### config.mk
export PLATFORM = sky130hd
export DESIGN_NAME = port_pin_function_select
export DESIGN_NICKNAME = d
export VERILOG_FILES = /design/src/design/port_pin_pkg.sv /design/src/design/port_pin_function_select.sv /design/src/design/pin_port_cell.sv
export VERILOG_INCLUDE_DIRS = /design/src /design/src/design
export SDC_FILE = /design/constraint.sdc
export NUM_CORES = 1
export LEC_CHECK = 0
export BUFFER_PORTS_ARGS = -buffer_cell sky130_fd_sc_hd__buf_2
export CORE_ASPECT_RATIO = 0.7
export CORE_MARGIN = 2
export CORE_UTILIZATION = 42
export DETAILED_ROUTE_END_ITERATION = 6
export HOLD_SLACK_MARGIN = 0.03
export PLACE_DENSITY = 0.79
export SYNTH_ARGS = -nofsm -noshare
export SYNTH_HDL_FRONTEND = slang
export SYNTH_SLANG_ARGS = --single-unit
### constraint.sdc
create_clock -name ref_clk_i -period 1.45 [get_ports ref_clk_i]
set_input_delay 0.2175 -clock ref_clk_i [delete_from_list [all_inputs] [get_ports ref_clk_i]]
set_output_delay 0.2175 -clock ref_clk_i [all_outputs]
set_load 0.01 [all_outputs]
### src/design/port_pin_map.svh
// Overview of operation
// - Any reset tri-states every port pin immediately
// - Eight-bit ports have per-bit pull-up enables
// - Seven-bit port, top bit is shared reset
// - Fuse programmed: shared reset pin is plain I/O
// - Fuse unprogrammed: shared pin is active-low reset
// - Long enough low pulse resets, short may not
// - Clock fuses route crystal amplifier to oscillator pins
// - RC clock plus timer select: pins feed timer oscillator
`ifndef PORT_PIN_MAP_SVH
`define PORT_PIN_MAP_SVH

`define WIDE_PORT_W        8
`define NARROW_PORT_W      7
`define SHARED_RESET_BIT   6
`define OSC_INPUT_BIT      6
`define OSC_OUTPUT_BIT     7
`define CLK_SEL_W          4
// Minimum external reset low time, in ns
`define RESET_PULSE_NS     1500
`define REF_CLK_PERIOD_NS  50
`define RESET_PULSE_CYCLES ((`RESET_PULSE_NS + `REF_CLK_PERIOD_NS - 1) / `REF_CLK_PERIOD_NS)
`define RESET_CNT_W        8

`endif

### src/design/port_pin_pkg.sv
package port_pin_pkg;

	typedef struct packed {
		logic [7:0] out;
		logic [7:0] oe;
		logic [7:0] pull;
	} wide_pins_t;

	typedef struct packed {
		logic [6:0] out;
		logic [6:0] oe;
		logic [6:0] pull;
	} narrow_pins_t;

	typedef enum logic [1:0] {
		OSC_MODE_PORT    = 2'b00,
		OSC_MODE_CRYSTAL = 2'b01,
		OSC_MODE_TIMER   = 2'b10
	} osc_mode_t;

endpackage : port_pin_pkg

### src/design/port_pin_function_select.sv
`timescale 1ns/10ps
`include "port_pin_map.svh"

module port_pin_function_select #(
	parameter logic [3:0] CLK_SEL_RC_INTERNAL = 4'h1
) (
	// Clock and reset
	input  wire logic                        ref_clk_i,
	input  wire logic                        srst_i,
	// Fuses and control
	input  wire logic                        reset_pin_disable_fuse_i,
	input  wire logic [`CLK_SEL_W-1:0]       clk_sel_fuse_i,
	input  wire logic                        async_timer_clock_select_i,
	input  wire logic                        other_reset_i,
	// Port register values from the core
	input  wire logic [`WIDE_PORT_W-1:0]     pb_out_i,
	input  wire logic [`WIDE_PORT_W-1:0]     pb_dir_i,
	input  wire logic [`WIDE_PORT_W-1:0]     pb_pull_en_i,
	input  wire logic [`NARROW_PORT_W-1:0]   pc_out_i,
	input  wire logic [`NARROW_PORT_W-1:0]   pc_dir_i,
	input  wire logic [`NARROW_PORT_W-1:0]   pc_pull_en_i,
	input  wire logic [`WIDE_PORT_W-1:0]     pd_out_i,
	input  wire logic [`WIDE_PORT_W-1:0]     pd_dir_i,
	input  wire logic [`WIDE_PORT_W-1:0]     pd_pull_en_i,
	// Pin levels from the pads
	input  wire logic [`WIDE_PORT_W-1:0]     pb_pin_i,
	input  wire logic [`NARROW_PORT_W-1:0]   pc_pin_i,
	input  wire logic [`WIDE_PORT_W-1:0]     pd_pin_i,
	// Pad drive
	output logic      [`WIDE_PORT_W-1:0]     pb_pin_o,
	output logic      [`WIDE_PORT_W-1:0]     pb_pin_oe_o,
	output logic      [`WIDE_PORT_W-1:0]     pb_pin_pull_o,
	output logic      [`NARROW_PORT_W-1:0]   pc_pin_o,
	output logic      [`NARROW_PORT_W-1:0]   pc_pin_oe_o,
	output logic      [`NARROW_PORT_W-1:0]   pc_pin_pull_o,
	output logic      [`WIDE_PORT_W-1:0]     pd_pin_o,
	output logic      [`WIDE_PORT_W-1:0]     pd_pin_oe_o,
	output logic      [`WIDE_PORT_W-1:0]     pd_pin_pull_o,
	// Synchronised pin levels back to the core
	output logic      [`WIDE_PORT_W-1:0]     pb_in_o,
	output logic      [`NARROW_PORT_W-1:0]   pc_in_o,
	output logic      [`WIDE_PORT_W-1:0]     pd_in_o,
	// Alternate functions
	output logic                             ext_reset_o,
	output port_pin_pkg::osc_mode_t          osc_mode_o,
	output logic                             crystal_amp_input_o,
	output logic                             timer_osc_input_o,
	output logic                             timer_osc_output_o
);

	// ------------------------------------------------------------
	// State
	// ------------------------------------------------------------
	typedef struct packed {
		logic [`WIDE_PORT_W-1:0]   pb_meta;
		logic [`WIDE_PORT_W-1:0]   pb_sync;
		logic [`NARROW_PORT_W-1:0] pc_meta;
		logic [`NARROW_PORT_W-1:0] pc_sync;
		logic [`WIDE_PORT_W-1:0]   pd_meta;
		logic [`WIDE_PORT_W-1:0]   pd_sync;
		logic [`RESET_CNT_W-1:0]   low_cnt;
		logic                      ext_reset;
		port_pin_pkg::osc_mode_t   osc_mode;
		logic                      xtal_in;
		logic                      tosc_in;
		logic                      tosc_out;
	} sel_state_t;

	// Counter saturates at the threshold so a long hold cannot wrap
	localparam logic [`RESET_CNT_W-1:0] RESET_CYCLES = `RESET_CNT_W'(`RESET_PULSE_CYCLES);

	sel_state_t state;
	sel_state_t next_state;

	// Combinational decode shared by the pad cells and the state update
	logic                      rst_pin_mode;
	logic                      any_reset;
	port_pin_pkg::osc_mode_t   sel_mode;
	logic [`WIDE_PORT_W-1:0]   pb_takeover;
	logic [`NARROW_PORT_W-1:0] pc_takeover;

	// ------------------------------------------------------------
	// Reset sources
	// ------------------------------------------------------------
	always_comb
	begin
		rst_pin_mode = ~reset_pin_disable_fuse_i;
		// A low shared pin in reset mode drops the pads at once
		any_reset = srst_i | other_reset_i | state.ext_reset
			| (rst_pin_mode & ~pc_pin_i[`SHARED_RESET_BIT]);
	end

	// ------------------------------------------------------------
	// Function selection
	// ------------------------------------------------------------
	// Decoded from the fuses, not the mode register, so the pad release
	// and the mode output move on the same edge
	always_comb
	begin
		sel_mode = port_pin_pkg::OSC_MODE_CRYSTAL;
		if (clk_sel_fuse_i == CLK_SEL_RC_INTERNAL)
		begin
			if (async_timer_clock_select_i)
				sel_mode = port_pin_pkg::OSC_MODE_TIMER;
			else
				sel_mode = port_pin_pkg::OSC_MODE_PORT;
		end
		pc_takeover = '0;
		pc_takeover[`SHARED_RESET_BIT] = rst_pin_mode;
		pb_takeover = '0;
		if (sel_mode != port_pin_pkg::OSC_MODE_PORT)
		begin
			pb_takeover[`OSC_INPUT_BIT]  = 1'b1;
			pb_takeover[`OSC_OUTPUT_BIT] = 1'b1;
		end
	end

	always_comb
	begin
		next_state = state;
		next_state.pb_meta = pb_pin_i;
		next_state.pb_sync = state.pb_meta;
		next_state.pc_meta = pc_pin_i;
		next_state.pc_sync = state.pc_meta;
		next_state.pd_meta = pd_pin_i;
		next_state.pd_sync = state.pd_meta;
		// Filtered reset: low must persist the minimum pulse time
		if (rst_pin_mode && !state.pc_sync[`SHARED_RESET_BIT])
		begin
			if (state.low_cnt < RESET_CYCLES)
				next_state.low_cnt = state.low_cnt + `RESET_CNT_W'(1);
		end
		else
			next_state.low_cnt = '0;
		next_state.ext_reset = (next_state.low_cnt >= RESET_CYCLES);
		next_state.osc_mode = sel_mode;
		// Routed levels trail the pins by three edges through the synchroniser
		next_state.xtal_in = (state.osc_mode == port_pin_pkg::OSC_MODE_CRYSTAL)
			& state.pb_sync[`OSC_INPUT_BIT];
		next_state.tosc_in = (state.osc_mode == port_pin_pkg::OSC_MODE_TIMER)
			& state.pb_sync[`OSC_INPUT_BIT];
		next_state.tosc_out = (state.osc_mode == port_pin_pkg::OSC_MODE_TIMER)
			& state.pb_sync[`OSC_OUTPUT_BIT];
	end

	always_ff @(posedge ref_clk_i)
	begin
		if (srst_i)
		begin
			state          <= '0;
			// Synchronisers start at the idle high level of the pull-ups
			state.pb_meta  <= '1;
			state.pb_sync  <= '1;
			state.pc_meta  <= '1;
			state.pc_sync  <= '1;
			state.pd_meta  <= '1;
			state.pd_sync  <= '1;
		end
		else
			state <= next_state;
	end

	// ------------------------------------------------------------
	// Port cells
	// ------------------------------------------------------------
	pin_port_cell #(.W(`WIDE_PORT_W)) port_b (
		.ref_clk_i   (ref_clk_i),
		.srst_i      (srst_i),
		.any_reset_i (any_reset),
		.port_out_i  (pb_out_i),
		.port_dir_i  (pb_dir_i),
		.pull_en_i   (pb_pull_en_i),
		.takeover_i  (pb_takeover),
		.pin_out_o   (pb_pin_o),
		.pin_oe_o    (pb_pin_oe_o),
		.pin_pull_o  (pb_pin_pull_o)
	);

	pin_port_cell #(.W(`NARROW_PORT_W)) port_c (
		.ref_clk_i   (ref_clk_i),
		.srst_i      (srst_i),
		.any_reset_i (any_reset),
		.port_out_i  (pc_out_i),
		.port_dir_i  (pc_dir_i),
		.pull_en_i   (pc_pull_en_i),
		.takeover_i  (pc_takeover),
		.pin_out_o   (pc_pin_o),
		.pin_oe_o    (pc_pin_oe_o),
		.pin_pull_o  (pc_pin_pull_o)
	);

	// Port D has no alternate function in this block
	pin_port_cell #(.W(`WIDE_PORT_W)) port_d (
		.ref_clk_i   (ref_clk_i),
		.srst_i      (srst_i),
		.any_reset_i (any_reset),
		.port_out_i  (pd_out_i),
		.port_dir_i  (pd_dir_i),
		.pull_en_i   (pd_pull_en_i),
		.takeover_i  ('0),
		.pin_out_o   (pd_pin_o),
		.pin_oe_o    (pd_pin_oe_o),
		.pin_pull_o  (pd_pin_pull_o)
	);

	// ------------------------------------------------------------
	// Outputs
	// ------------------------------------------------------------
	always_comb
	begin
		pb_in_o             = state.pb_sync;
		// The shared pin reads zero while it serves as the reset input
		pc_in_o             = state.pc_sync & ~pc_takeover;
		pd_in_o             = state.pd_sync;
		ext_reset_o         = state.ext_reset;
		osc_mode_o          = state.osc_mode;
		crystal_amp_input_o = state.xtal_in;
		timer_osc_input_o   = state.tosc_in;
		timer_osc_output_o  = state.tosc_out;
	end

endmodule : port_pin_function_select

### src/design/pin_port_cell.sv
`timescale 1ns/10ps
`include "port_pin_map.svh"

// One port of W bits: registered drive, per-bit pull-up, release on takeover
module pin_port_cell #(
	parameter int W = 8
) (
	input  wire logic         ref_clk_i,
	input  wire logic         srst_i,
	input  wire logic         any_reset_i,
	input  wire logic [W-1:0] port_out_i,
	input  wire logic [W-1:0] port_dir_i,
	input  wire logic [W-1:0] pull_en_i,
	input  wire logic [W-1:0] takeover_i,
	output logic      [W-1:0] pin_out_o,
	output logic      [W-1:0] pin_oe_o,
	output logic      [W-1:0] pin_pull_o
);

	typedef struct packed {
		logic [W-1:0] out;
		logic [W-1:0] oe;
		logic [W-1:0] pull;
	} cell_state_t;

	cell_state_t state;
	cell_state_t next_state;

	always_comb
	begin
		next_state.out  = port_out_i & ~takeover_i;
		next_state.oe   = port_dir_i & ~takeover_i;
		next_state.pull = pull_en_i & ~port_dir_i & ~takeover_i;
	end

	always_ff @(posedge ref_clk_i)
	begin
		if (srst_i)
			state <= '0;
		else
			state <= next_state;
	end

	// Reset gating is kept combinational so the pads drop with no clock edge
	always_comb
	begin
		pin_out_o  = state.out & {W{~any_reset_i}};
		pin_oe_o   = state.oe & {W{~any_reset_i}};
		pin_pull_o = state.pull & {W{~any_reset_i}};
	end

endmodule : pin_port_cell

# Word-level counts from Yosys, hierarchy flattened
# Cells that the tools add are included.
[op_classes]
n_reduce_logical = 3
bitwise_logic = 34
mux = 5
add_sub_neg = 1
eq_ne = 3
magnitude_cmp = 2
[ops]
columns = ["cell", "n"]
rows = [
  ["$and A8 B8 Y8", 11],
  ["$and A7 B7 Y7", 8],
  ["$not A8 Y8", 3],
  ["$mux W8", 2],
  ["$not A7 Y7", 2],
  ["$add A8 B1 Y8 const B", 1],
  ["$ge A8 B5 Y1 const B", 1],
  ["$lt A8 B5 Y1 const B", 1],
  ["$mux W2", 3],
  ["$and A1 B1 Y1", 4],
  ["$eq A4 B1 Y1 const B", 1],
  ["$not A1 Y1", 3],
  ["$or A1 B1 Y1", 3],
  ["$eq A2 B1 Y1 const B", 1],
  ["$eq A2 B2 Y1 const B", 1],
  ["$reduce_bool A2 Y1", 1],
  ["$logic_and A1 B1 Y1", 1],
  ["$logic_not A1 Y1", 1],
]
[word_totals]
elab_cells = 69
ff_bits = 129
output_inout_bits = 98
inputBits = 101

# Logic depth before layout (Yosys ltp)
[logic_depth]
ltp_word = 6
ltp_mapped = 6
mapped_depth_nobuf = 4

# Cells and area by module
# From an unflattened synthesis, not the netlist that was laid out.
[hier_totals]
hier_cells = 396
area_unflattened_um2 = 4668.2
[modules_own_cells]
columns = ["mod", "seq_area_each_um2", "n_inst", "cells_per_inst", "area_each_um2"]
rows = [
  ["port_pin_function_select", 1201.2, 1, 177, 1991.9],
  ["pin_port_cell at port_b ...", 480.5, 2, 76, 909.6],
  ["pin_port_cell at port_c", 420.4, 1, 67, 857.1],
]

# Least setup slack after synthesis
# Ideal clock, no wire load.
[synth_path]
path_type = "in2out"
from = "input port srst_i"
to = "output port pd_pin_o[0]"
arrival_ns = 1.298
stages = 5
path_buffers = 3
t_required_ns = 1.233
setup_slack_ns = -0.066
cell_sequence = "buf_6 > nor4_4 > clkbuf_1 > clkbuf_1 > and2_1"
[synth_via]
elab_chain_len = 5
[synth_rtl]
columns = ["item", "line_no", "text"]
rows = [
  ["from (decl)", "port_pin_function_select.sv:9", "input wire logic srst_i,"],
  ["$or A1 B1 Y1 (3 in a row)", "port_pin_function_select.sv:89", "any_reset = srst_i | other_reset_i | state.ext_reset"],
  ["$not A1 Y1", "pin_port_cell.sv:47", "pin_out_o = state.out & {W{~any_reset_i}};"],
  ["$and A8 B8 Y8", "pin_port_cell.sv:47", ""],
  ["to (decl)", "port_pin_function_select.sv:36", "output logic [`WIDE_PORT_W-1:0] pd_pin_o,"],
]
# Every way passes these cells.

# Worst setup path after layout
[layout_path]
from = "register state (netlist bit ext_reset_o)"
to = "output port pd_pin_pull_o[7]"
[layout_via]
elab_chain_len = 4
[layout_rtl]
columns = ["item", "line_no", "text"]
rows = [
  ["from (decl)", "port_pin_function_select.sv:72", "sel_state_t state;"],
  ["from (signal assigned)", "port_pin_function_select.sv:160", "state <= next_state;"],
  ["$or A1 B1 Y1 (2 in a row)", "port_pin_function_select.sv:89", ""],
  ["$not A1 Y1", "pin_port_cell.sv:49", "pin_pull_o = state.pull & {W{~any_reset_i}};"],
  ["$and A8 B8 Y8", "pin_port_cell.sv:49", ""],
  ["to (decl)", "port_pin_function_select.sv:38", "output logic [`WIDE_PORT_W-1:0] pd_pin_pull_o,"],
]
# Every way passes these cells.

==> impl_metrics.ini <==
[sta]
grt_setup_unrepaired = true
timing_hold_violations_final = 0
max_clock_freq_mhz = 552.9
finClkSkew_ps = 2.997
fin_crit_ps = 1809
hold_slack_ps = 49.91
timing.final.setup_violations = 69
tightest_slew_ps = 510.0
layout_worst_path_cycle_share_pct = 124.7
final_max_slew_viol_count = 0
worst_slew_margin_rel_pct = 66.00
worst_slack_ps = -358.6

[critical_path]
cp-end-kind = output pin
criticalPathCategory = reg2out
critical_path_start_type = flip-flop
crit_buf_inv = 3
worst_r2r_path_depth = 4
crit_path_cell_trace = nor4_4, buf_6, buf_16, and2_1, buf_2
critPathTopFamily = buffers and inverters
timing.reg2reg.setup_slack_ps = 110
critPathMaxStageDelay_ps = 340
crit_arrival_ps = 1590
reg2reg_from = state[36]
total_number_of_cells_along_the_worst_setup_path = 5
slowest_stage = dfxtp_2
timing.critical_path.fanout_max = 33
required_arrival_time_at_the_worst_endpoint_ps = 1230
critical_path.reg2reg.endpoint = ext_reset_o

[cells_and_area]
post_route_cells_drive_above_1_share_pct = 45.55
design_area_mm2 = 0.006731
synthToLayoutAreaGrowth_pct = 53.89
layout.core_utilization_pct = 65.74
final_net_count = 752
seq_area_mm2 = 0.002584
filler_cell_count = 793
multi_input_gate_area_in_the_final_layout_mm2 = 0.001534
insertedDiodeCount = 0

[worst_hold_path]
hold_path_startpoint = async_timer_clock_select_i
timing.hold.worst.class = in2reg
holdPathStages = 2
hold_end = osc_mode_o[1]

[cts]
clock_tree_from_tritoncts = yes
clock_transition_time_at_the_flip_flop_clock_pins_of_the_worst_setup_and_hold_paths_ps = 60
clkLatencyLatePin_ps = 400
clkSinkCount = 129
cts.htree.levels = 4
tritoncts.num_buffers = 17
clk_path_buf_depth = 2
cts_root_buffer = clkbuf_16

[detailed_routing]
drtPass1Iterations = 4
dr_total_vias = 3481
wirelength_um = 10580
vias_per_cell = 4.379
drc = 0
post_detailed_route_count_of_antenna_violating_nets = 0
wl_per_cell_um = 13.31
dr.first_iter.drc_count = 132

[power]
p_leak_nw = 3.172
max-vdd-ir-drop_mv = 0.6629
cellPowerDensity_mw_per_mm2 = 1313
overall_power_after_layout_w = 0.008839

[placed_design]
dpl_worst_slack_ps = -90.47
place.detailed.hpwl_um = 6707
portBuffers = 198
gp_routability_congestion = 0.7660
place_area_mm2 = 0.005359

[floorplanning]
floorplan.initialDensity_pct = 42.72
row_count = 31
die_boundary_height_um = 89.39
floorplan.die_area_mm2 = 0.01126
dieWidth_um = 126.0
core_mm2 = 0.01024
io_pins = 199

[yosys]
cells_after_synthesis = 404
synthDistinctLibCells = 31
syn_area_per_cell_um2 = 10.83
post_synth_instance_area_mm2 = 0.004374
synth.net_count = 506
synth_seq_area_share_pct = 59.04
yosys_warnings = 0
ys_seq_elements = 129

[outcome]
outcome = finished, violations left
violations = negative setup slack

[global_route]
grt_max_degree = 62
grt_overflow = 0
first_global_vias = 3336
grt_util_all_layers_pct = 18.33
initial_antenna_violation_count = 0
grt_pass1_wl_um = 15810

[job]
max-cap-violations = 0
[synthesized netlist by cell type]
cell type	instances	area [um2]
dfxtp_1	129	2582
and2_1	79	494.2
or2_2	46	287.8
nor2b_1	43	269.0
buf_4	24	180.2
nor3b_1	20	150.1
clkbuf_1	19	71.32
nor2_1	7	26.28
and3b_1	4	35.03
nor4bb_1	4	40.04
nand2_1	3	11.26
nand3_1	3	15.01
a21oi_1	2	10.01
buf_6	2	22.52
inv_1	2	7.510
mux2i_1	2	20.02
a2111oi_0	1	8.760
a31oi_4	1	21.27
and3_1	1	6.260
ha_1	1	12.51
nand4_1	1	6.260
nor3_1	1	5.000
nor3_2	1	10.01
nor4_4	1	21.27
nor4b_1	1	8.760
o21ai_0	1	5.000
o21ai_2	1	8.760
o2bb2ai_1	1	8.760
o32ai_1	1	8.760
or3_4	1	11.26
xor2_1	1	8.760
[final cells by class]
class                   count  area share, %
clock inverters            14          3.048
multi-input cells         228          22.79
inverters                   2         0.1115
repair buffers            272          26.84
flip-flops and latches    129          38.38
clock buffers              18          6.375
well taps                 132          2.454
[timing repair]
item,CTS,global route
pin swaps,0,1
setup buffers,1,1
resized for setup,3,15
cloned,1,1
endpoints found under the setup margin,69,70
hold buffers,60,0
endpoints found under the hold margin,63,0
[per-stage QoR]
stage	TNS, ps	std cells
after floorplan	0	404
final	-23420	795
after global placement	-397.7	699
after detailed placement	-2745	699
after global routing	-29390	795
after CTS	-23410	793
[worst max-delay path by stage]
stage	start	to	slack, ps
final	ext_reset_o	pd_pin_pull_o[7]	-360
after global routing	ext_reset_o	pc_pin_o[3]	-460
after CTS	ext_reset_o	pb_pin_o[0]	-380
after detailed placement	clk_sel_fuse_i[1]	port_b.state[7]	-90
after global placement	clk_sel_fuse_i[1]	port_b.state[7]	-90
after floorplan	srst_i	pd_pin_o[0]	30
[sequential cells by signal, summed over array words and instances, names as in the netlist]
register and cells:
next_state 23, osc_mode_o 2, crystal_amp_input_o 1, port_d.state 24, timer_osc_input_o 1, state 15, pb_in_o 8, pd_in_o 8
port_c.state 21, ext_reset_o 1, port_b.state 24, timer_osc_output_o 1
[layout by cell type, fill, tap and decap left out, types with 3 or more instances in the layout]
cell type / n
nand2_1: 3
buf_6: 8
buf_4: 9
nor3b_1: 20
or2_2: 46
nand3_1: 3
dfxtp_1: 128
and2_4: 6
clkbuf_16: 18
nor2_1: 7
nor2b_1: 43
and2_1: 73
and3b_1: 4
bufinv_16: 4
nor4bb_1: 4
clkinv_4: 5
buf_2: 191
dlygate4sd3_1: 60
[worst register-to-register path, cell delays in order (launching register included)]
cell	delay, ps
dfxtp_1	350
or3_4	370
a31oi_4	150
o21ai_2	90
o32ai_2	280
[where the power goes]
| part | switching, W | internal [W] |
|---|---|---|
| combinational | 0.000253 | 0.000396 |
| sequential | 0.0000363 | 0.00369 |
| clock | 0.00155 | 0.00291 |
[layer usage]
metal	vias to the layer above	GRT usage (%)	wire length, um
met4	0	4.695	84
li1	1747	-	-
met2	110	33.97	5559
met1	1615	20.09	4305
met3	9	7.121	630
met5	-	0	0
[kinds of logic (layout without fill, tap and decap cells)]
family / Yosys count / after routing / share of synthesized area, %
DFF: 129 / 129 / 59.04
buffers and inverters: 47 / 306 / 6.436
adders and majority gates: 1 / 1 / 0.2860
xor gates and xnor gates: 1 / 1 / 0.2003
AOI/OAI and AO/OA: 8 / 8 / 1.630
muxes: 2 / 2 / 0.4577
and+or+nand+nor: 216 / 216 / 31.95
Note: power is estimated with default switching activity, not from simulation.
